[config.mk]
export PLATFORM = sky130hd
export DESIGN_NAME = pbm_phy_basic_mode_control
export DESIGN_NICKNAME = d
export VERILOG_FILES = /design/src/inc/pbm_pkg.sv /design/src/inc/pbm_ctl_if.sv /design/src/rtl/pbm_mii_path.sv /design/src/rtl/pbm_phy_basic_mode_control.sv /design/src/rtl/pbm_reset_seq.sv
export SDC_FILE = /design/constraint.sdc
export NUM_CORES = 1
export LEC_CHECK = 0
export BUFFER_PORTS_ARGS = -buffer_cell sky130_fd_sc_hd__buf_2
export CAP_MARGIN = 20
export CORE_MARGIN = 4
export CORE_UTILIZATION = 50
export CTS_CLUSTER_SIZE = 12
export DETAILED_ROUTE_END_ITERATION = 12
export GPL_ROUTABILITY_DRIVEN = 0
export PLACE_DENSITY = 0.78
export SYNTH_ARGS = -nofsm -noshare
export SYNTH_HDL_FRONTEND = slang
export SYNTH_HIERARCHICAL = 1
export SYNTH_SLANG_ARGS = --single-unit
[constraint.sdc]
create_clock -name clk_i -period 2.47 [get_ports clk_i]
set_input_delay 0.741 -clock clk_i [delete_from_list [all_inputs] [get_ports clk_i]]
set_output_delay 0.741 -clock clk_i [all_outputs]
set_load 0.05 [all_outputs]
[src/inc/pbm_pkg.sv]
// Purpose: Shared constants and types of the basic mode control block
// Assumes: 250 MHz core clock, 32-bit register port
// Notes:   Times are kept in their own unit; dead-time and collision cycle counts derive from them, SRST_CYC is given in cycles

package pbm_pkg;

   // ****************************************
   // Widths
   // ****************************************
   localparam int ADDR_W  = 8;
   localparam int DATA_W  = 32;
   localparam int REG_W   = 16;
   localparam int MII_W   = 4;
   localparam int STRAP_W = 3;

   // ****************************************
   // Register map
   // ****************************************
   localparam logic [ADDR_W-1:0] CTL_OFS = 8'h80;
   localparam logic [ADDR_W-1:0] EVT_OFS = 8'h8c;

   localparam int RST_B   = 15;
   localparam int LOOP_B  = 14;
   localparam int SPD_B   = 13;
   localparam int ANEN_B  = 12;
   localparam int PDN_B   = 11;
   localparam int ISO_B   = 10;
   localparam int RSTAN_B = 9;
   localparam int DUP_B   = 8;
   localparam int COLT_B  = 7;

   localparam logic [REG_W-1:0] CTL_RW_MASK = 16'h7d80;
   localparam logic [REG_W-1:0] CTL_RST_VAL = 16'h0000;

   localparam int EVT_LINK_B = 0;
   localparam int EVT_FLT_B  = 1;

   localparam int STRAP_DUP_B = 0;
   localparam int STRAP_SPD_B = 1;
   localparam int STRAP_AN_B  = 2;

   // ****************************************
   // Timing
   // ****************************************
   localparam int CLK_PERIOD_NS = 4;
   localparam int DEAD_TIME_US  = 500;
   localparam int DEAD_CYC      = DEAD_TIME_US * 1000 / CLK_PERIOD_NS;
   localparam int BIT_TIME_NS   = 10;
   localparam int COL_ON_BT     = 512;
   localparam int COL_OFF_BT    = 4;
   localparam int COL_ON_CYC    = COL_ON_BT * BIT_TIME_NS / CLK_PERIOD_NS;
   localparam int COL_OFF_CYC   = COL_OFF_BT * BIT_TIME_NS / CLK_PERIOD_NS;
   localparam int SRST_CYC      = 16;

   // ****************************************
   // Types and functions
   // ****************************************
   typedef enum logic [2:0] {
      SEQ_IDLE = 3'b001,
      SEQ_RUN  = 3'b010,
      SEQ_DONE = 3'b100
   } pbm_seq_t;

   // Default control word built from the strap field
   function automatic logic [REG_W-1:0] pbm_strap_word(input logic [STRAP_W-1:0] strap);
      logic [REG_W-1:0] w;
      w         = CTL_RST_VAL;
      w[ANEN_B] = strap[STRAP_AN_B];
      w[SPD_B]  = strap[STRAP_SPD_B];
      w[DUP_B]  = strap[STRAP_DUP_B];
      return w;
   endfunction

endpackage

[src/inc/pbm_ctl_if.sv]
// Purpose: Control wires from the register bank to its helpers
// Assumes: All ends on clk_i
// Notes:   One modport per helper

`timescale 1ns/100ps

interface pbm_ctl_if;
   logic srst_start;
   logic srst_busy;
   logic srst_done;
   logic loop_en;
   logic iso_en;
   logic coltest_en;
   logic pdown_en;

   modport ctl (output srst_start, loop_en, iso_en, coltest_en, pdown_en,
                input  srst_busy, srst_done);
   modport seq (input srst_start, output srst_busy, srst_done);
   modport mii (input loop_en, iso_en, coltest_en, pdown_en);
endinterface

[src/rtl/pbm_mii_path.sv]
// Purpose: MII data path with loopback, isolation and collision test
// Assumes: MAC side signals are on clk_i
// Notes:   All MII outputs come from flip-flops

`timescale 1ns/100ps

module pbm_mii_path #(
   parameter int DEAD_CYC = pbm_pkg::DEAD_CYC
)(
   input  wire logic                   clk_i,
   input  wire logic                   rst_b_i,
   input  wire logic                   ce_i,
   pbm_ctl_if.mii                      ctl,
   input  wire logic                   tx_en_i,
   input  wire logic [pbm_pkg::MII_W-1:0] txd_i,
   input  wire logic [pbm_pkg::MII_W-1:0] line_rxd_i,
   input  wire logic                   line_rx_dv_i,
   output logic                        line_tx_en_o,
   output logic [pbm_pkg::MII_W-1:0]   line_txd_o,
   output logic [pbm_pkg::MII_W-1:0]   rxd_o,
   output logic                        rx_dv_o,
   output logic                        col_o,
   output logic                        mii_oe_o
);
   import pbm_pkg::*;

   localparam int DEAD_W      = $clog2(DEAD_CYC + 1);
   localparam int COL_OFF_LIM = COL_OFF_CYC;

   logic              loop_q;
   logic [DEAD_W-1:0] dead_cnt;
   logic              dead_now;
   logic              quiet;

   assign dead_now = (dead_cnt != '0) || (ctl.loop_en && !loop_q);
   assign quiet    = ctl.pdown_en || ctl.iso_en;

   // ****************************************
   // Loopback dead time
   // ****************************************
   always_ff @(posedge clk_i or negedge rst_b_i)
   begin
      if (!rst_b_i)
         loop_q <= 1'b0;
      else if (ce_i)
         loop_q <= ctl.loop_en;
   end

   always_ff @(posedge clk_i or negedge rst_b_i)
   begin
      if (!rst_b_i)
         dead_cnt <= '0;
      else if (ce_i)
      begin
         if (ctl.loop_en && !loop_q)
            dead_cnt <= DEAD_W'(DEAD_CYC);
         else if (dead_cnt != '0)
            dead_cnt <= dead_cnt - 1'b1;
      end
   end

   // ****************************************
   // Receive side toward the MAC
   // ****************************************
   always_ff @(posedge clk_i or negedge rst_b_i)
   begin
      if (!rst_b_i)
      begin
         rxd_o   <= '0;
         rx_dv_o <= 1'b0;
      end
      else if (ce_i)
      begin
         if (quiet || (ctl.loop_en && dead_now))
         begin
            rxd_o   <= '0;
            rx_dv_o <= 1'b0;
         end
         else if (ctl.loop_en)
         begin
            rxd_o   <= txd_i;
            rx_dv_o <= tx_en_i;
         end
         else
         begin
            rxd_o   <= line_rxd_i;
            rx_dv_o <= line_rx_dv_i;
         end
      end
   end

   // ****************************************
   // Transmit side, collision, isolation
   // ****************************************
   always_ff @(posedge clk_i or negedge rst_b_i)
   begin
      if (!rst_b_i)
      begin
         line_tx_en_o <= 1'b0;
         line_txd_o   <= '0;
      end
      else if (ce_i)
      begin
         line_tx_en_o <= tx_en_i && !ctl.loop_en && !quiet;
         line_txd_o   <= (ctl.loop_en || quiet) ? '0 : txd_i;
      end
   end

   always_ff @(posedge clk_i or negedge rst_b_i)
   begin
      if (!rst_b_i)
         col_o <= 1'b0;
      else if (ce_i)
         col_o <= ctl.coltest_en && tx_en_i && !ctl.pdown_en;
   end

   always_ff @(posedge clk_i or negedge rst_b_i)
   begin
      if (!rst_b_i)
         mii_oe_o <= 1'b1;
      else if (ce_i)
         mii_oe_o <= !ctl.iso_en;
   end

   // ****************************************
   // Checks
   // ****************************************
   loop_route_a: assert property (@(posedge clk_i) disable iff (!rst_b_i)
      ce_i && ctl.loop_en && !dead_now && !quiet |=>
         (rxd_o == $past(txd_i)) && (rx_dv_o == $past(tx_en_i)))
      else $error("loopback data not routed to receive path");

   dead_time_a: assert property (@(posedge clk_i) disable iff (!rst_b_i)
      ce_i && ctl.loop_en && !loop_q |=> !rx_dv_o && (dead_cnt != '0))
      else $error("receive valid during loopback dead time");

   col_on_a: assert property (@(posedge clk_i) disable iff (!rst_b_i)
      ce_i && ctl.coltest_en && !ctl.pdown_en && tx_en_i |=> col_o)
      else $error("collision test did not raise collision");

   col_off_a: assert property (@(posedge clk_i) disable iff (!rst_b_i)
      ce_i && !tx_en_i |-> ##[1:COL_OFF_LIM] !col_o)
      else $error("collision held after transmit enable fell");

   isolate_a: assert property (@(posedge clk_i) disable iff (!rst_b_i)
      ce_i && ctl.iso_en |=> !mii_oe_o && !rx_dv_o && !line_tx_en_o)
      else $error("isolated port still drives the MII");

   pdown_quiet_a: assert property (@(posedge clk_i) disable iff (!rst_b_i)
      ce_i && ctl.pdown_en |=> !line_tx_en_o && !col_o && !rx_dv_o)
      else $error("powered down port still active");

endmodule

[src/rtl/pbm_phy_basic_mode_control.sv]
// Purpose: Basic mode control register bank of a 10/100 physical layer
// Assumes: Register port on clk_i; strap and line status pins are asynchronous
// Notes:   Hard reset runs the same sequence as a software reset to load straps
//
// Added by the designer: strobed register access.

`timescale 1ns/100ps

// Functional notes
// - Registers hold 16 meaningful bits; access bits 31:16 are unused.
// - Latched status bits keep their captured level until software reads them.
// - Self-clearing bits set on their event and clear when it ends.
// - Writing one to bit 15 runs a soft reset, reads one, then restraps.
// - Bit 14 loops MII transmit data into the MII receive path.
// - After loopback enable, receive data may be absent for up to 500 us.
// - Without negotiation, bit 13 picks 100 Mb/s when one, 10 Mb/s when zero.
// - Without negotiation, bit 8 picks full duplex when one, half when zero.
// - Bit 12 enables negotiation and makes bits 13 and 8 ignored.
// - Speed, negotiation and duplex defaults come from the strap field.
// - Bit 11 powers the port down; clearing it resumes normal operation.
// - Bit 10 isolates the port from MII data; management keeps working.
// - Bit 9 restarts negotiation, holds until started, ignored if disabled.
// - Writing zero to bit 9 leaves a running negotiation untouched.
// - Collision test raises collision within 512 and drops within 4 bit times.
// - Bits 6 to 0 are reserved, read-only and read as zero.
module pbm_phy_basic_mode_control #(
   parameter int DEAD_CYC = pbm_pkg::DEAD_CYC,
   parameter int SRST_CYC = pbm_pkg::SRST_CYC
)(
   input  wire logic                         clk_i,
   input  wire logic                         rst_b_i,
   input  wire logic                         ce_i,
   input  wire logic [pbm_pkg::ADDR_W-1:0]   addr_i,
   input  wire logic [pbm_pkg::DATA_W-1:0]   wdata_i,
   input  wire logic                         wr_i,
   input  wire logic                         rd_i,
   output logic      [pbm_pkg::DATA_W-1:0]   rdata_o,
   input  wire logic [pbm_pkg::STRAP_W-1:0]  negotiation_strap_select_i,
   input  wire logic                         link_up_i,
   input  wire logic                         remote_fault_i,
   input  wire logic                         an_speed_100_i,
   input  wire logic                         an_full_duplex_i,
   input  wire logic                         an_started_i,
   output logic                              an_enable_o,
   output logic                              an_restart_o,
   output logic                              speed_100_o,
   output logic                              full_duplex_o,
   output logic                              power_down_o,
   output logic                              phy_reset_o,
   input  wire logic                         tx_en_i,
   input  wire logic [pbm_pkg::MII_W-1:0]    txd_i,
   input  wire logic [pbm_pkg::MII_W-1:0]    line_rxd_i,
   input  wire logic                         line_rx_dv_i,
   output logic                              line_tx_en_o,
   output logic      [pbm_pkg::MII_W-1:0]    line_txd_o,
   output logic      [pbm_pkg::MII_W-1:0]    rxd_o,
   output logic                              rx_dv_o,
   output logic                              col_o,
   output logic                              mii_oe_o
);
   import pbm_pkg::*;

   localparam int SYNC_W = STRAP_W + 2;

   pbm_ctl_if ctl_if ();

   logic [SYNC_W-1:0]  sync_meta;
   logic [SYNC_W-1:0]  sync_q;
   logic [STRAP_W-1:0] strap_s;
   logic               link_s;
   logic               fault_s;

   logic               wr_ctl;
   logic               wr_ok;
   logic               rd_evt;
   logic [REG_W-1:0]   ctl_rw;
   logic               ctl_srst;
   logic               ctl_restart;
   logic               link_ll;
   logic               fault_lh;
   logic [REG_W-1:0]   ctl_view;
   logic [REG_W-1:0]   evt_view;
   logic [DATA_W-1:0]  next_rdata;

   // ****************************************
   // Pin synchronisers
   // ****************************************
   always_ff @(posedge clk_i or negedge rst_b_i)
   begin
      if (!rst_b_i)
      begin
         sync_meta <= '0;
         sync_q    <= '0;
      end
      else if (ce_i)
      begin
         sync_meta <= {remote_fault_i, link_up_i, negotiation_strap_select_i};
         sync_q    <= sync_meta;
      end
   end

   assign strap_s = sync_q[STRAP_W-1:0];
   assign link_s  = sync_q[STRAP_W];
   assign fault_s = sync_q[STRAP_W+1];

   // ****************************************
   // Register port decode
   // ****************************************
   assign wr_ctl = wr_i && (addr_i == CTL_OFS);
   assign wr_ok  = wr_ctl && !ctl_if.srst_busy;
   assign rd_evt = rd_i && (addr_i == EVT_OFS);

   assign ctl_if.srst_start = ce_i && wr_ok && wdata_i[RST_B];

   // ****************************************
   // Control word
   // ****************************************
   always_ff @(posedge clk_i or negedge rst_b_i)
   begin
      if (!rst_b_i)
         ctl_rw <= CTL_RST_VAL;
      else if (ce_i)
      begin
         if (ctl_if.srst_done)
            ctl_rw <= pbm_strap_word(strap_s);
         else if (wr_ok)
            ctl_rw <= wdata_i[REG_W-1:0] & CTL_RW_MASK;
      end
   end

   always_ff @(posedge clk_i or negedge rst_b_i)
   begin
      if (!rst_b_i)
         ctl_srst <= 1'b0;
      else if (ce_i)
      begin
         if (ctl_if.srst_done)
            ctl_srst <= 1'b0;
         else if (wr_ok && wdata_i[RST_B])
            ctl_srst <= 1'b1;
      end
   end

   // Set wins over the started clear; a zero in bit 9 never clears, a zero in bit 12 or a soft reset does
   always_ff @(posedge clk_i or negedge rst_b_i)
   begin
      if (!rst_b_i)
         ctl_restart <= 1'b0;
      else if (ce_i)
      begin
         if (wr_ok && wdata_i[RSTAN_B] && wdata_i[ANEN_B] && !wdata_i[RST_B])
            ctl_restart <= 1'b1;
         else if (an_started_i || !ctl_rw[ANEN_B] || ctl_if.srst_busy)
            ctl_restart <= 1'b0;
      end
   end

   // ****************************************
   // Operating mode outputs
   // ****************************************
   always_ff @(posedge clk_i or negedge rst_b_i)
   begin
      if (!rst_b_i)
      begin
         speed_100_o   <= 1'b0;
         full_duplex_o <= 1'b0;
         an_enable_o   <= 1'b0;
         power_down_o  <= 1'b0;
      end
      else if (ce_i)
      begin
         speed_100_o   <= ctl_rw[ANEN_B] ? an_speed_100_i : ctl_rw[SPD_B];
         full_duplex_o <= ctl_rw[ANEN_B] ? an_full_duplex_i : ctl_rw[DUP_B];
         an_enable_o   <= ctl_rw[ANEN_B];
         power_down_o  <= ctl_rw[PDN_B];
      end
   end

   assign an_restart_o = ctl_restart;
   assign phy_reset_o  = ctl_if.srst_busy;

   assign ctl_if.loop_en    = ctl_rw[LOOP_B];
   assign ctl_if.iso_en     = ctl_rw[ISO_B];
   assign ctl_if.coltest_en = ctl_rw[COLT_B];
   assign ctl_if.pdown_en   = ctl_rw[PDN_B];

   // ****************************************
   // Latched line status
   // ****************************************
   always_ff @(posedge clk_i or negedge rst_b_i)
   begin
      if (!rst_b_i)
         link_ll <= 1'b0;
      else if (ce_i)
      begin
         if (!link_s)
            link_ll <= 1'b0;
         else if (rd_evt)
            link_ll <= 1'b1;
      end
   end

   always_ff @(posedge clk_i or negedge rst_b_i)
   begin
      if (!rst_b_i)
         fault_lh <= 1'b0;
      else if (ce_i)
      begin
         if (fault_s)
            fault_lh <= 1'b1;
         else if (rd_evt)
            fault_lh <= 1'b0;
      end
   end

   // ****************************************
   // Read path
   // ****************************************
   always_comb
   begin
      ctl_view          = ctl_rw & CTL_RW_MASK;
      ctl_view[RST_B]   = ctl_srst;
      ctl_view[RSTAN_B] = ctl_restart;
      evt_view             = '0;
      evt_view[EVT_LINK_B] = link_ll;
      evt_view[EVT_FLT_B]  = fault_lh;
      next_rdata        = '0;
      if (addr_i == CTL_OFS)
         next_rdata[REG_W-1:0] = ctl_view;
      else if (addr_i == EVT_OFS)
         next_rdata[REG_W-1:0] = evt_view;
   end

   always_ff @(posedge clk_i or negedge rst_b_i)
   begin
      if (!rst_b_i)
         rdata_o <= '0;
      else if (ce_i)
         rdata_o <= rd_i ? next_rdata : '0;
   end

   // ****************************************
   // Helpers
   // ****************************************
   pbm_reset_seq #(
      .SRST_CYC (SRST_CYC)
   ) u_seq (
      .clk_i   (clk_i),
      .rst_b_i (rst_b_i),
      .ce_i    (ce_i),
      .ctl     (ctl_if.seq)
   );

   pbm_mii_path #(
      .DEAD_CYC (DEAD_CYC)
   ) u_mii (
      .clk_i        (clk_i),
      .rst_b_i      (rst_b_i),
      .ce_i         (ce_i),
      .ctl          (ctl_if.mii),
      .tx_en_i      (tx_en_i),
      .txd_i        (txd_i),
      .line_rxd_i   (line_rxd_i),
      .line_rx_dv_i (line_rx_dv_i),
      .line_tx_en_o (line_tx_en_o),
      .line_txd_o   (line_txd_o),
      .rxd_o        (rxd_o),
      .rx_dv_o      (rx_dv_o),
      .col_o        (col_o),
      .mii_oe_o     (mii_oe_o)
   );

   // ****************************************
   // Checks
   // ****************************************
   upper_zero_a: assert property (@(posedge clk_i) disable iff (!rst_b_i)
      ce_i && rd_i |=> rdata_o[DATA_W-1:REG_W] == '0)
      else $error("upper half of read word not zero");

   resv_zero_a: assert property (@(posedge clk_i) disable iff (!rst_b_i)
      ce_i && rd_i && (addr_i == CTL_OFS) |=> rdata_o[COLT_B-1:0] == '0)
      else $error("reserved control bits read nonzero");

   write_mask_a: assert property (@(posedge clk_i) disable iff (!rst_b_i)
      ce_i && wr_ok && !wdata_i[RST_B] |=>
         ctl_rw == ($past(wdata_i[REG_W-1:0]) & CTL_RW_MASK))
      else $error("control write did not store masked value");

   srst_set_a: assert property (@(posedge clk_i) disable iff (!rst_b_i)
      ce_i && wr_ok && wdata_i[RST_B] |=> ctl_srst && phy_reset_o)
      else $error("soft reset bit not set by write");

   srst_clear_a: assert property (@(posedge clk_i) disable iff (!rst_b_i)
      ce_i && ctl_if.srst_done |=> !ctl_srst &&
         (ctl_rw == pbm_strap_word($past(strap_s))))
      else $error("soft reset did not clear or restrap");

   latch_low_a: assert property (@(posedge clk_i) disable iff (!rst_b_i)
      ce_i && !link_s |=> !link_ll)
      else $error("link drop not latched");

   latch_high_a: assert property (@(posedge clk_i) disable iff (!rst_b_i)
      ce_i && fault_lh && !fault_s && !rd_evt |=> fault_lh)
      else $error("latched fault lost without a read");

   speed_sel_a: assert property (@(posedge clk_i) disable iff (!rst_b_i)
      ce_i |=> speed_100_o == ($past(ctl_rw[ANEN_B]) ? $past(an_speed_100_i)
                                                   : $past(ctl_rw[SPD_B])))
      else $error("speed output does not follow selection");

   duplex_sel_a: assert property (@(posedge clk_i) disable iff (!rst_b_i)
      ce_i && !ctl_rw[ANEN_B] |=> full_duplex_o == $past(ctl_rw[DUP_B]))
      else $error("duplex output does not follow bit 8");

   restart_set_a: assert property (@(posedge clk_i) disable iff (!rst_b_i)
      ce_i && wr_ok && wdata_i[RSTAN_B] && wdata_i[ANEN_B] && !wdata_i[RST_B]
         |=> an_restart_o)
      else $error("restart request not taken");

   restart_hold_a: assert property (@(posedge clk_i) disable iff (!rst_b_i)
      ce_i && an_restart_o && !an_started_i && ctl_rw[ANEN_B] && !ctl_if.srst_busy
         && !(wr_ok && (!wdata_i[ANEN_B] || wdata_i[RST_B])) |=> an_restart_o)
      else $error("restart dropped before negotiation started");

   restart_end_a: assert property (@(posedge clk_i) disable iff (!rst_b_i)
      ce_i && an_restart_o && an_started_i && !wr_ok |=> !an_restart_o)
      else $error("restart did not self clear");

endmodule

[src/rtl/pbm_reset_seq.sv]
// Purpose: Software reset sequencer
// Assumes: Runs once after hard reset to load the strap defaults
// Notes:   done is a one-cycle pulse that ends the sequence

`timescale 1ns/100ps

module pbm_reset_seq #(
   parameter int SRST_CYC = pbm_pkg::SRST_CYC
)(
   input  wire logic clk_i,
   input  wire logic rst_b_i,
   input  wire logic ce_i,
   pbm_ctl_if.seq    ctl
);
   import pbm_pkg::*;

   localparam int CNT_W = $clog2(SRST_CYC + 1);

   pbm_seq_t         state;
   pbm_seq_t         next_state;
   logic [CNT_W-1:0] cnt;

   // ****************************************
   // Sequence
   // ****************************************
   always_comb
   begin
      unique case (state)
         SEQ_IDLE: next_state = ctl.srst_start ? SEQ_RUN : SEQ_IDLE;
         SEQ_RUN:  next_state = (cnt == CNT_W'(SRST_CYC - 1)) ? SEQ_DONE : SEQ_RUN;
         SEQ_DONE: next_state = SEQ_IDLE;
         default:  next_state = SEQ_IDLE;
      endcase
   end

   always_ff @(posedge clk_i or negedge rst_b_i)
   begin
      if (!rst_b_i)
         state <= SEQ_RUN;
      else if (ce_i)
         state <= next_state;
   end

   always_ff @(posedge clk_i or negedge rst_b_i)
   begin
      if (!rst_b_i)
         cnt <= '0;
      else if (ce_i)
         cnt <= (state == SEQ_RUN) ? cnt + 1'b1 : '0;
   end

   assign ctl.srst_busy = (state != SEQ_IDLE);
   assign ctl.srst_done = (state == SEQ_DONE);

   // ****************************************
   // Checks
   // ****************************************
   seq_start_a: assert property (@(posedge clk_i) disable iff (!rst_b_i)
      ce_i && ctl.srst_start && !ctl.srst_busy |=> ctl.srst_busy)
      else $error("reset sequence did not start");

   done_pulse_a: assert property (@(posedge clk_i) disable iff (!rst_b_i)
      ce_i && ctl.srst_done |=> !ctl.srst_done && !ctl.srst_busy)
      else $error("reset sequence did not end after done");

endmodule
Word level (Yosys, flattened, before mapping)
Cells that the tools add are included.
{"block": "word_totals", "wordCells": 99, "in_bits": 63, "register_bits": 103, "out_inout_bits": 50}
{"block": "classes", "n_reduce_logical": 41, "addsub": 2, "mux": 26, "eq_ne": 8}
{"op": "17-bit 2-to-1 mux", "count": 2}
{"op": "16-bit 2-to-1 mux", "count": 2}
{"op": "15-bit 2-to-1 mux", "count": 2}
{"op": "17-bit nonzero test", "count": 1}
{"op": "17-bit by 1-bit subtractor with 17-bit output (second input constant)", "count": 1}
{"op": "8-bit equality test (second input constant)", "count": 2}
{"op": "1-bit logical AND", "count": 15}
{"op": "1-bit 2-to-1 mux", "count": 12}
{"op": "4-bit 2-to-1 mux", "count": 3}
{"op": "2-bit AND reduction", "count": 6}
{"op": "2-bit nonzero test", "count": 5}
{"op": "1-bit zero test", "count": 8}
{"op": "1-bit logical OR", "count": 6}
{"op": "3-bit case mux with 2 select lines", "count": 1}
{"op": "5-bit by 1-bit adder with 5-bit output (second input constant)", "count": 1}
{"op": "5-bit by 4-bit equality test with 1-bit output (second input constant)", "count": 1}
{"op": "5-bit 2-to-1 mux", "count": 1}
{"op": "2-bit 2-to-1 mux", "count": 2}
{"op": "3-bit by 1-bit equality test with 1-bit output (second input constant)", "count": 1}
{"op": "3-bit by 2-bit equality test with 1-bit output (second input constant)", "count": 1}
{"op": "3-bit equality test (second input constant)", "count": 1}
{"op": "3-bit 2-to-1 mux", "count": 1}
{"op": "3-bit by 1-bit != test with 1-bit output (second input constant)", "count": 1}
{"op": "2-bit by 1-bit != test with 1-bit output (second input constant)", "count": 1}

Logic depth before layout (Yosys ltp)
Gate-level depths: netlist of run 1.
{"block": "logic_depth", "word_depth": 8, "depth_mapped": 8}

Cells and area by module
Netlist of run 1, hierarchy kept.
{"module": "pbm_phy_basic_mode_control", "area_each_um2": 1780.5, "cells_each": 150, "n_inst": 1, "seq_area_each_um2": 900.9}
{"module": "pbm_mii_path", "area_each_um2": 1634.1, "cells_each": 174, "n_inst": 1, "seq_area_each_um2": 752.0}
{"module": "pbm_reset_seq", "area_each_um2": 415.4, "cells_each": 41, "n_inst": 1, "seq_area_each_um2": 201.4}

Worst setup path before layout of run 1
OpenSTA, ideal clock, no wires.
{"block": "synth_timing", "path_type": "reg2reg", "start": "register u_seq.state[2]", "end": "register u_seq.state[0]", "stages_incl_launch_ff": 9, "synth_period_minus_slack_ns": 2.139, "setup_ns": 0.118, "t_arrival_ns": 2.021, "slack_ns": 0.331, "path_buffers": 1, "cell_sequence": "dfrtp_1 > inv_1 > nand3_1 > nor4b_4 > buf_6 > and4_1 > nand4b_1 > a21oi_1 > nor2_1"}
{"block": "synth_between", "elab_chain_len": 7, "word_cells_on_any_way": 9, "cone_classes": "eq/ne: 3; mux: 2; reduce/logical: 4"}
{"element": "from (decl)", "line": "pbm_reset_seq.sv:19", "rtl": "pbm_seq_t state;"}
{"element": "from (signal assigned)", "line": "pbm_reset_seq.sv:41", "rtl": "state <= next_state;"}
{"element": "3-bit by 1-bit != test with 1-bit output", "line": "pbm_reset_seq.sv:52", "rtl": "assign ctl.srst_busy = (state != SEQ_IDLE);"}
{"element": "net phy_reset_o", "line": "pbm_phy_basic_mode_control.sv:49", "rtl": "output logic phy_reset_o,"}
{"element": "1-bit zero test", "line": "pbm_phy_basic_mode_control.sv:110", "rtl": "assign wr_ok = wr_ctl && !ctl_if.srst_busy;"}
{"element": "1-bit logical AND", "line": "pbm_phy_basic_mode_control.sv:110"}
{"element": "1-bit logical AND (2 in series)", "line": "pbm_phy_basic_mode_control.sv:113", "rtl": "assign ctl_if.srst_start = ce_i && wr_ok && wdata_i[RST_B];"}
{"element": "net ctl_if.srst_start", "line": "pbm_ctl_if.sv:8", "rtl": "logic srst_start;"}
{"element": "2-bit 2-to-1 mux", "line": "pbm_reset_seq.sv:29", "rtl": "SEQ_IDLE: next_state = ctl.srst_start ? SEQ_RUN : SEQ_IDLE;"}
{"element": "3-bit case mux with 2 select lines", "line": "pbm_reset_seq.sv:28", "rtl": "unique case (state)"}
The timed path passes the listed nets, and every way through them passes these cells.
A chain may end at the register's enable or synchronous reset.

Final worst setup path of run 1
{"block": "layout_timing", "start": "register u_mii.dead_cnt[0]", "end": "register u_mii.dead_cnt[14]"}
{"block": "layout_between", "elab_chain_len": 3, "word_cells_on_any_way": 6, "cone_classes": "add/sub: 1; mux: 2; reduce/logical: 3"}
{"element": "from (decl)", "line": "pbm_mii_path.sv:31", "rtl": "logic [DEAD_W-1:0] dead_cnt;"}
{"element": "from (signal assigned)", "line": "pbm_mii_path.sv:56", "rtl": "dead_cnt <= DEAD_W'(DEAD_CYC);"}
{"element": "from (signal assigned)", "line": "pbm_mii_path.sv:58", "rtl": "dead_cnt <= dead_cnt - 1'b1;"}
{"element": "17-bit by 1-bit subtractor with 17-bit output / 17-bit nonzero test (equally long branches)", "line": "pbm_mii_path.sv:58, pbm_mii_path.sv:57"}
{"element": "17-bit 2-to-1 mux / 2-bit nonzero test (equally long branches)"}
{"element": "17-bit 2-to-1 mux / 2-bit AND reduction (equally long branches)"}
Several ways; a longest one is shown, not always the timed one. The select of a mux whose other input is x is not followed.

==> results of run 1 <==
[final cells by class]
type                    count  area (sq um)  share of cell area
clock buffers               9           124              0.0278
clock inverters             7          77.6              0.0174
inverters                  26          97.6              0.0219
multi-input cells         244          1700               0.382
flip-flops and latches     74          1850               0.417
well taps                  99           124              0.0278
repair buffers             82           473               0.106
[flip-flops by register name (all words and copies together), names as in the netlist, 3 cells and up]
register / flops
u_mii/dead_cnt: 17
rdata_o: 11
ctl_rw: 7
sync_meta: 5
sync_q: 5
u_seq/cnt: 5
u_mii/line_txd_o: 4
u_mii/rxd_o: 4
u_seq/state: 3
[synth_stat cells, types with 3 or more instances]
library cell	n	share of area
a211oi_1	3	0.0059
a21bo_2	3	0.0078
a21o_1	5	0.0098
a21oi_1	11	0.014
a22o_1	12	0.027
a311oi_1	3	0.0069
a41oi_1	4	0.0091
and3_1	3	0.0049
and4_1	5	0.011
buf_2	4	0.0052
buf_4	23	0.045
clkbuf_1	11	0.011
dfrtp_1	72	0.47
ha_1	4	0.013
inv_1	26	0.025
mux2_2	14	0.041
mux2i_1	6	0.016
nand2_1	19	0.019
nand2b_1	3	0.0049
nand3_1	10	0.013
nand4_1	5	0.0082
nor2_1	11	0.011
nor2b_1	11	0.018
nor3_1	6	0.0078
nor3b_1	6	0.012
nor4_1	5	0.0082
o21ai_0	18	0.024
o21ai_1	3	0.0039
o22ai_1	7	0.011
o2bb2ai_1	3	0.0069
o31ai_1	7	0.014
[per-layer routing]
metal	vias to the layer above	routed length [microns]	GRT usage
met5	-	0	0
met4	0	155	0.0711
li1	1440	-	-
met2	91	4320	0.331
met3	13	505	0.0537
met1	1488	3640	0.240
[where the power goes]
group	leakage, uW	switching [uW]	internal [uW]
Sequential	0.000947	198	1360
Combinational	0.00113	460	320
Clock	0.0000998	468	473
Total	0.00217	1130	2160
[kinds of logic after synthesis]
| kind of cell | count (synthesis) | synth area share |
|---|---|---|
| muxes | 20 | 0.0568 |
| buffers and inverters | 67 | 0.0938 |
| and+or+nand+nor | 107 | 0.181 |
| adders and majority gates | 4 | 0.0131 |
| AOI/OAI and AO/OA | 92 | 0.170 |
| DFF | 74 | 0.484 |
| other | 1 | 0.000979 |
[metrics by stage]
stage / cell area (sq um) / setup slack, ns / utilization / power [uW]
after CTS: 4440 / 0.0956 / 0.606 / 3290
after detailed placement: 4240 / 0.158 / 0.578 / 2340
after global placement: 4240 / 0.255 / 0.578 / 2300
final: 4450 / 0.138 / 0.607 / 3280
after global routing: 4450 / 0.0520 / 0.607 / 3460
after floorplan: 3910 / 0.331 / - / 2120
[what timing repair did]
item,in CTS,in global routing
resized for setup,0,1
setup endpoints to repair,0,1
hold buffers,0,0
endpoints found under the hold margin,0,0
[critical path, stage by stage (launching register included)]
cell and delay (ns):
dfrtp_1 0.42, inv_1 0.10, ha_1 0.22, or3b_2 0.52
or4_4 0.58, o41ai_2 0.25, o31ai_1 0.12
[worst max-delay path by stage]
| stage | start | to |
|---|---|---|
| 2_1_floorplan | u_seq/state[2] | u_seq/state[0] |
| 3_3_place_gp | u_mii/dead_cnt[0] | u_mii/dead_cnt[14] |
| 3_5_place_dp | u_mii/dead_cnt[0] | u_mii/dead_cnt[14] |
| 4_1_cts | u_mii/dead_cnt[0] | u_mii/dead_cnt[14] |
| 5_1_grt | u_mii/dead_cnt[1] | u_mii/dead_cnt[14] |
| 6_report | u_mii/dead_cnt[0] | u_mii/dead_cnt[14] |
==> results.ini, run 1 <==
[final_layout]
diodes=0
fin_cells=541
syn_to_final_growth_pct=16.2
layout_commonest_cell=dfrtp_1
fill_cells=617
nNetsFinal=504
most-common-layout-cells=dfrtp_1, buf_2, inv_1
drive_gt1_frac=0.296

[hold_path]
min-delay-path-class=in -> async

[drt]
routed-via-count=3032
first_iter_violations=142
drt_wl_total_mm=8.63
routedWlPerCell_microns=15.9
antenna_left=0
drcViolationCount=0
dr.pass1.iters=4
via_per_inst=5.60

[floorplanning]
start_util=0.522
die_h_microns=95.5
io_pins=113
die_area_sq_mm=0.00912
core_sq_mm=0.00733
die_w_microns=95.5
rows=31

[clock_network]
cts_setup_buffers=0
clkLatencyLatePin_ns=0.34
htreeDepth=3
clk_pin_slew_worst_paths_ns=0.08
cts-root-buf=clkbuf_8
cts_buffer_depth=2
cts_buffers=9
numClockSinks=74
cts_tree=built

[grt]
grt_pass1_wl_mm=13.9
grt-ovfl-total=0
grt_pass1_vias=2981
antenna_found_initial=0
grt_max_degree=45
grt_use_total=0.196

[critical_path]
cp-end-kind=register
r2r_start=u_mii/dead_cnt[0]
cp.required_ns=2.69
critPathArrivalTime_ns=2.55
reg2regPathDepth=6
worstSetupPathType=reg -> reg
start_kind=register
crit_fanout=5
regToRegSetupSlack_ns=0.14
r2r-end=u_mii/dead_cnt[14]

[power_and_ir_drop]
p_per_area_mw_per_mm2=738
vdd_drop_max_mv=0.345
p_leak_uw=0.00217

[sta]
fin_crit_ns=2.33
fmax_mhz=429
holdWs_ns=0.392
worst_slew_pin_slew_ns=0.631
min_period_over_period=0.944
finalHoldViolCount=0
rsz0062_at_grt=false
tns_ns=0
setup_viol=0
max_slew_margin=0.578
finClkSkew_ns=0.00890
slew_viol_final=0

[job]
drv_cap=0

[place]
dp_cells=525
dp_hpwl_mm=6.20
port_buffers=68

[synth]
synth_area_sq_mm=0.00383
synth-edff-count=0
ys_seq_area_frac=0.484
synthFlopType=dfrtp_1
ys_types=62
syn_avg_cell_area_sq_um=10.5
synth_cells=365
synth-seq-cells=74
ys_async_sr_fraction=1.00
ys_warn_count=6

[status]
status=finished, final reports clean

(Power assumes the default switching activity.)
==> inputs of run 2 (changes only) <==
==> constraint.sdc (replaced) <==
create_clock -name clk_i -period 2.2 [get_ports clk_i]
set_input_delay 0.66 -clock clk_i [delete_from_list [all_inputs] [get_ports clk_i]]
set_output_delay 0.66 -clock clk_i [all_outputs]
set_load 0.05 [all_outputs]
==> run 2 against run 1 <==
Effect of this change: hold slack got worse by 0.15 ns; die area unchanged; non-clock buffer count up 7; global-route usage shrank 0.32 points; clock power is 13% higher; sequential share of layout area down 0.76 points; first-iteration DRC count fell by 15%; critical path type is now reg -> out.
==> results.ini, run 2 (synthesis gave the netlist of run 1 again) <==
[final_layout]
largest_register=u_mii/dead_cnt
nNetsFinal=511  ; +1.4%
drive_gt1_frac=0.310  ; +0.0132
multi_input_area_sq_mm=0.00172  ; +0.96%
fill_cells=604  ; -2.1%
layout_commonest_cell=dfrtp_1
syn_to_final_growth_pct=18.3
largest_register_ffs=17  ; unchanged
seqCellArea_sq_mm=0.00185  ; unchanged
diodes=0  ; unchanged
reg.largest.list=u_mii/dead_cnt x17, rdata_o x11, ctl_rw x7
most-common-layout-cells=dfrtp_1, buf_2, inv_1
final_util=0.618  ; +0.0113

[floorplanning]
die_w_microns=95.5  ; unchanged
io_pins=113  ; unchanged
rows=31  ; unchanged
die_h_microns=95.5  ; unchanged
die_area_sq_mm=0.00912  ; unchanged
core_sq_mm=0.00733  ; unchanged
start_util=0.522  ; unchanged

[sta]
setup_viol=0  ; unchanged
holdWs_ns=0.239  ; -0.153 ns
rsz0062_at_grt=false
fmax_mhz=480
worst_slew_pin_slew_ns=0.598  ; -0.0335 ns
max_slew_margin=0.601  ; +0.0224
fin_crit_ns=2.08
finalHoldViolCount=0  ; unchanged
min_period_over_period=0.946
finClkSkew_ns=0.00751  ; -0.00140 ns
slew_viol_final=0  ; unchanged
tns_ns=0  ; unchanged

[critical_path]
worstSetupPathType=reg -> out
critPathArrivalTime_ns=1.42  ; -1.13 ns
cp.required_ns=1.54  ; -1.15 ns
start_kind=register
cp-end-kind=output pin
crit_fanout=6  ; +1

[drt]
dr.pass1.iters=5  ; +1
routed-via-count=2992  ; -1.3%
first_iter_violations=121  ; -15%
antenna_left=0  ; unchanged
routedWlPerCell_microns=15.4  ; -3.2%
drcViolationCount=0  ; unchanged
via_per_inst=5.46  ; -2.6%
drt_wl_total_mm=8.46  ; -2.0%

[power_and_ir_drop]
vdd_drop_max_mv=0.408  ; +18%
p_leak_uw=0.00221  ; +1.7%
p_per_area_mw_per_mm2=832  ; +13%

[clock_network]
cts_tree=built
cts_buffers=9  ; unchanged
htreeDepth=3  ; unchanged
cts_setup_buffers=0  ; unchanged
numClockSinks=74  ; unchanged
cts-root-buf=clkbuf_8
cts_hold_buf=0  ; unchanged
cts_buffer_depth=2  ; unchanged
clk_pin_slew_worst_paths_ns=0.08  ; about the same
clkLatencyLatePin_ns=0.35  ; about the same

[grt]
grt_use_total=0.193  ; -0.00319
grt_max_degree=49  ; +8.9%
grt_pass1_wl_mm=13.6  ; -2.0%
antenna_found_initial=0  ; unchanged
grt-ovfl-total=0  ; unchanged
grt_pass1_vias=2921  ; -2.0%

[place]
dp_hpwl_mm=6.08  ; -2.0%
port_buffers=68  ; unchanged

[status]
status=finished, final reports clean

[job]
drv_cap=0  ; unchanged

[hold_path]
min-delay-path-class=in -> async

-- run 2: report_power, final --
group | internal (uW) | leakage (uW) | switching (uW) | total (uW)
Combinational | 420 | 0.00117 | 554 | 974
Sequential | 1530 | 0.000947 | 199 | 1730
Clock | 531 | 0.0000962 | 534 | 1060
-- run 2: cell type report --
cell class              instances  area share
clock buffers                   9      0.0273
clock inverters                 7      0.0168
inverters                      26      0.0215
multi-input cells             244       0.379
flip-flops and latches         74       0.409
well taps                      99      0.0273
repair buffers                 89       0.119
-- run 2: what timing repair did --
action	4_1_cts	5_1_grt
gates resized for setup	1	5
pin swaps	0	1
endpoints found under the hold margin	0	0
setup endpoints to repair	1	3
-- run 2: stage by stage --
step                instances  worst slack (ns)  total power [uW]  area [sq um]
finish                    548             0.118              3770          4530
global route              548            0.0225              3990          4530
CTS                       548            0.0322              3780          4510
detailed placement        532           -0.0302              2700          4310
global placement          532            0.0800              2650          4310
floorplan                 385            0.0612              2390          3910
-- run 2: worst paths after layout --
check	slack, ns	from	endpoint	cells after the start
max in group asynchronous	1.38	rst_b_i	u_seq/state[1]	2
hold / removal	0.24	rst_b_i	u_mii/dead_cnt[11]	1
setup reg to reg	0.12	u_mii/dead_cnt[5]	u_mii/dead_cnt[12]	4
setup / recovery	0.12	u_seq/state[1]	phy_reset_o	3
min in group clk_i	0.48	u_mii/mii_oe_o	u_mii/mii_oe_o	2
hold reg to reg	0.48	u_mii/mii_oe_o	u_mii/mii_oe_o	2
-- run 2: layer usage --
metal  share of wire  global-route usage
met1            0.42               0.233
met4           0.015              0.0687
met5               0                   0
met2            0.50               0.321
met3           0.070              0.0639
-- run 2: worst max-delay path, stage by stage (launching register included) --
cell and delay, ns:
dfstp_2 0.57, inv_1 0.06, nand3_1 0.19, buf_4 0.24
==> inputs of run 3 (changes only) <==
--- a/config.mk
+++ b/config.mk
@@ -5,6 +5,7 @@
 export SDC_FILE = /design/constraint.sdc
 export NUM_CORES = 1
 export LEC_CHECK = 0
+export ABC_AREA = 1
 export BUFFER_PORTS_ARGS = -buffer_cell sky130_fd_sc_hd__buf_2
 export CAP_MARGIN = 20
 export CORE_MARGIN = 4
@@ -12,7 +13,7 @@
 export CTS_CLUSTER_SIZE = 12
 export DETAILED_ROUTE_END_ITERATION = 12
 export GPL_ROUTABILITY_DRIVEN = 0
-export PLACE_DENSITY = 0.78
+export PLACE_DENSITY = 0.77
 export SYNTH_ARGS = -nofsm -noshare
 export SYNTH_HDL_FRONTEND = slang
 export SYNTH_HIERARCHICAL = 1
==> run 3 against run 2 <==
Effect of this change: non-clock buffer count shrank 15; die area grew 3.6%; core utilization shrank 2.9 points; wire length grew 4.1%; critical path depth is the same; fmax shrank 2.3%; total power grew 11%; critical path type unchanged.
==> results.ini, run 3 <==
[sta]
tns_ns=0  ; unchanged
finClkSkew_ns=0.0125  ; +0.00501 ns
slew_viol_final=0  ; unchanged
fin_crit_ns=2.13  ; +0.0498 ns
finalHoldViolCount=0  ; unchanged
holdWs_ns=0.306  ; +0.0668 ns
fmax_mhz=469  ; -2.3%
min_period_over_period=0.969  ; +0.0227
rsz0062_at_grt=false
setup_viol=0  ; unchanged

[synth]
synthTopCellsByArea=dfrtp_1, nand2_1, nand3_1, inv_1, o21ai_0
synth_top_area_frac=0.453  ; -0.0179
synth_top_area_cell=dfrtp_1
ys_types=35  ; -44%
ys_async_sr_fraction=1.00  ; unchanged
synth-edff-count=0  ; unchanged
synth-seq-cells=74  ; unchanged
synth_cells=514  ; +41%
synthFlopType=dfrtp_1
ys_seq_area_frac=0.466  ; -0.0184
synthTopCellsByCount=nand2_1, dfrtp_1, inv_1, nand3_1, nor2_1
yosysMostFrequentCell=nand2_1
syn_avg_cell_area_sq_um=7.75  ; -26%
ys_warn_count=6  ; unchanged
synth_area_sq_mm=0.00398  ; +4.0%

[final_layout]
most-common-layout-cells=nand2_1, dfrtp_1, buf_2
drive_gt1_frac=0.215  ; -0.0943
fill_cells=703  ; +16%
largest_register_ffs=17  ; unchanged
layout_commonest_cell=nand2_1
diodes=0  ; unchanged
syn_to_final_growth_pct=14.3
multi_input_area_sq_mm=0.00176  ; +2.4%
nNetsFinal=652  ; +28%
seqCellArea_sq_mm=0.00185  ; unchanged
reg.largest.list=u_mii/dead_cnt x17, rdata_o x11, ctl_rw x7
largest_register=u_mii/dead_cnt

[drt]
via_per_inst=4.97  ; -8.9%
drt_wl_total_mm=8.80  ; +4.1%
first_iter_violations=191  ; +58%
dr.pass1.iters=4  ; -1
routedWlPerCell_microns=12.7  ; -18%
drcViolationCount=0  ; unchanged
routed-via-count=3441  ; +15%
antenna_left=0  ; unchanged

[clock_network]
cts_resized=0  ; -1
clk_pin_slew_worst_paths_ns=0.08  ; about the same
clkLatencyLatePin_ns=0.35  ; about the same
cts_hold_buf=0  ; unchanged
cts_setup_buffers=0  ; unchanged
htreeDepth=3  ; unchanged
numClockSinks=74  ; unchanged
cts-root-buf=clkbuf_8
cts_buffer_depth=2  ; unchanged
cts_buffers=9  ; unchanged
cts_tree=built

[grt]
antenna_found_initial=0  ; unchanged
grt_max_degree=75  ; +53%
grt_pass1_vias=3339  ; +14%
grt-ovfl-total=0  ; unchanged
grt_use_total=0.191  ; -0.00177
grt_pass1_wl_mm=15.1  ; +11%

[power_and_ir_drop]
clkPwrFrac=0.279  ; -0.004
p_seq_frac=0.415  ; -0.044
p_leak_uw=0.00249  ; +13%
p_int_uw=2610  ; +5.1%
p_sw_frac=0.378  ; +0.0367
p_per_area_mw_per_mm2=922  ; +11%
combPwrFrac=0.306  ; +0.048
power_switching_uw=1590  ; +23%
fin_total_pwr_uw=4190  ; +11%
vdd_drop_max_mv=0.412  ; +0.81%

[place]
dp_hpwl_mm=6.42  ; +5.5%
port_buffers=68  ; unchanged

[critical_path]
path_delay_family=flip-flops
cp-end-kind=output pin
start_kind=register
cp_num_buf_inv=1  ; -1
critPathMaxStageDelay_ns=0.58  ; about the same
worstSetupPathType=reg -> out
critPathArrivalTime_ns=1.47  ; +0.05 ns
slowest_stage=dfstp_2
crit_chain=nor2_1 > nand2_1 > buf_2
cp.required_ns=1.54  ; about the same
crit_fanout=5  ; -1

[job]
drv_cap=0  ; unchanged

[floorplanning]
start_util=0.515  ; -0.00722
io_pins=113  ; unchanged
die_area_sq_mm=0.00945  ; +3.6%
core_sq_mm=0.00773  ; +5.4%
die_w_microns=97.2  ; +1.8%
rows=32  ; +3.2%
die_h_microns=97.2  ; +1.8%

[status]
status=finished, final reports clean

[hold_path]
min-delay-path-class=in -> async

run 3: layer usage:
layer / routed length (microns) / up-vias / global-route usage
met5: 0 / - / 0
met4: 78 / 0 / 0.0564
met3: 489 / 8 / 0.0474
met2: 4260 / 89 / 0.320
met1: 3970 / 1630 / 0.246
li1: - / 1714 / -
run 3: final timing paths:
kind / startpoint / slack, ns / cells after the start / end
worst max-delay path: u_seq/state[1] / 0.07 / 3 / phy_reset_o
min in group clk_i: power_down_o / 0.47 / 2 / power_down_o
worst min-delay path: rst_b_i / 0.31 / 2 / u_mii/dead_cnt[13]
worst min register to register: power_down_o / 0.47 / 2 / power_down_o
worst max register to register: u_mii/dead_cnt[0] / 0.45 / 11 / u_mii/dead_cnt[14]
max in group asynchronous: rst_b_i / 1.50 / 2 / u_seq/state[1]
run 3: layout make-up:
cell class,instances,share of cell area
clock buffers,10,0.0281
clock inverters,6,0.0198
inverters,52,0.0429
multi-input cells,374,0.386
flip-flops and latches,74,0.408
well taps,102,0.0281
repair buffers,74,0.0875
run 3: through the flow:
stage	setup slack (ns)	utilization	instances	cell area, sq um
floorplan	0.468	-	534	4060
global placement	0.459	0.561	676	4330
detailed placement	0.436	0.561	676	4330
CTS	0.0601	0.589	692	4550
global route	0.0190	0.589	692	4550
finish	0.0685	0.589	692	4550
run 3: cell families (layout without fill, tap and decap cells):
| kind of cell | Yosys count | after routing | synth area share |
|---|---|---|---|
| buffers and inverters | 86 | 142 | 0.112 |
| DFF | 74 | 74 | 0.466 |
| other | 1 | 21 | 0.000942 |
| AOI/OAI and AO/OA | 54 | 54 | 0.0735 |
| xor gates and xnor gates | 2 | 2 | 0.00440 |
| and+or+nand+nor | 293 | 293 | 0.331 |
| adders and majority gates | 4 | 4 | 0.0126 |
run 3: power groups by stage:
stage	logic [uW]	registers [uW]	clock network, uW
2_1_floorplan	984	1800	0
3_3_place_gp	1240	1750	0
3_5_place_dp	1280	1760	0
4_1_cts	1290	1740	1190
5_1_grt	1460	1770	1260
6_report	1280	1740	1170
run 3: worst reg2reg max path: cells and delay by family (launching register included):
| kind | cells | cell delay [ns] |
|---|---|---|
| and+or+nand+nor | 7 | 0.76 |
| DFF | 1 | 0.38 |
| buffers and inverters | 3 | 0.34 |
| adders and majority gates | 1 | 0.16 |
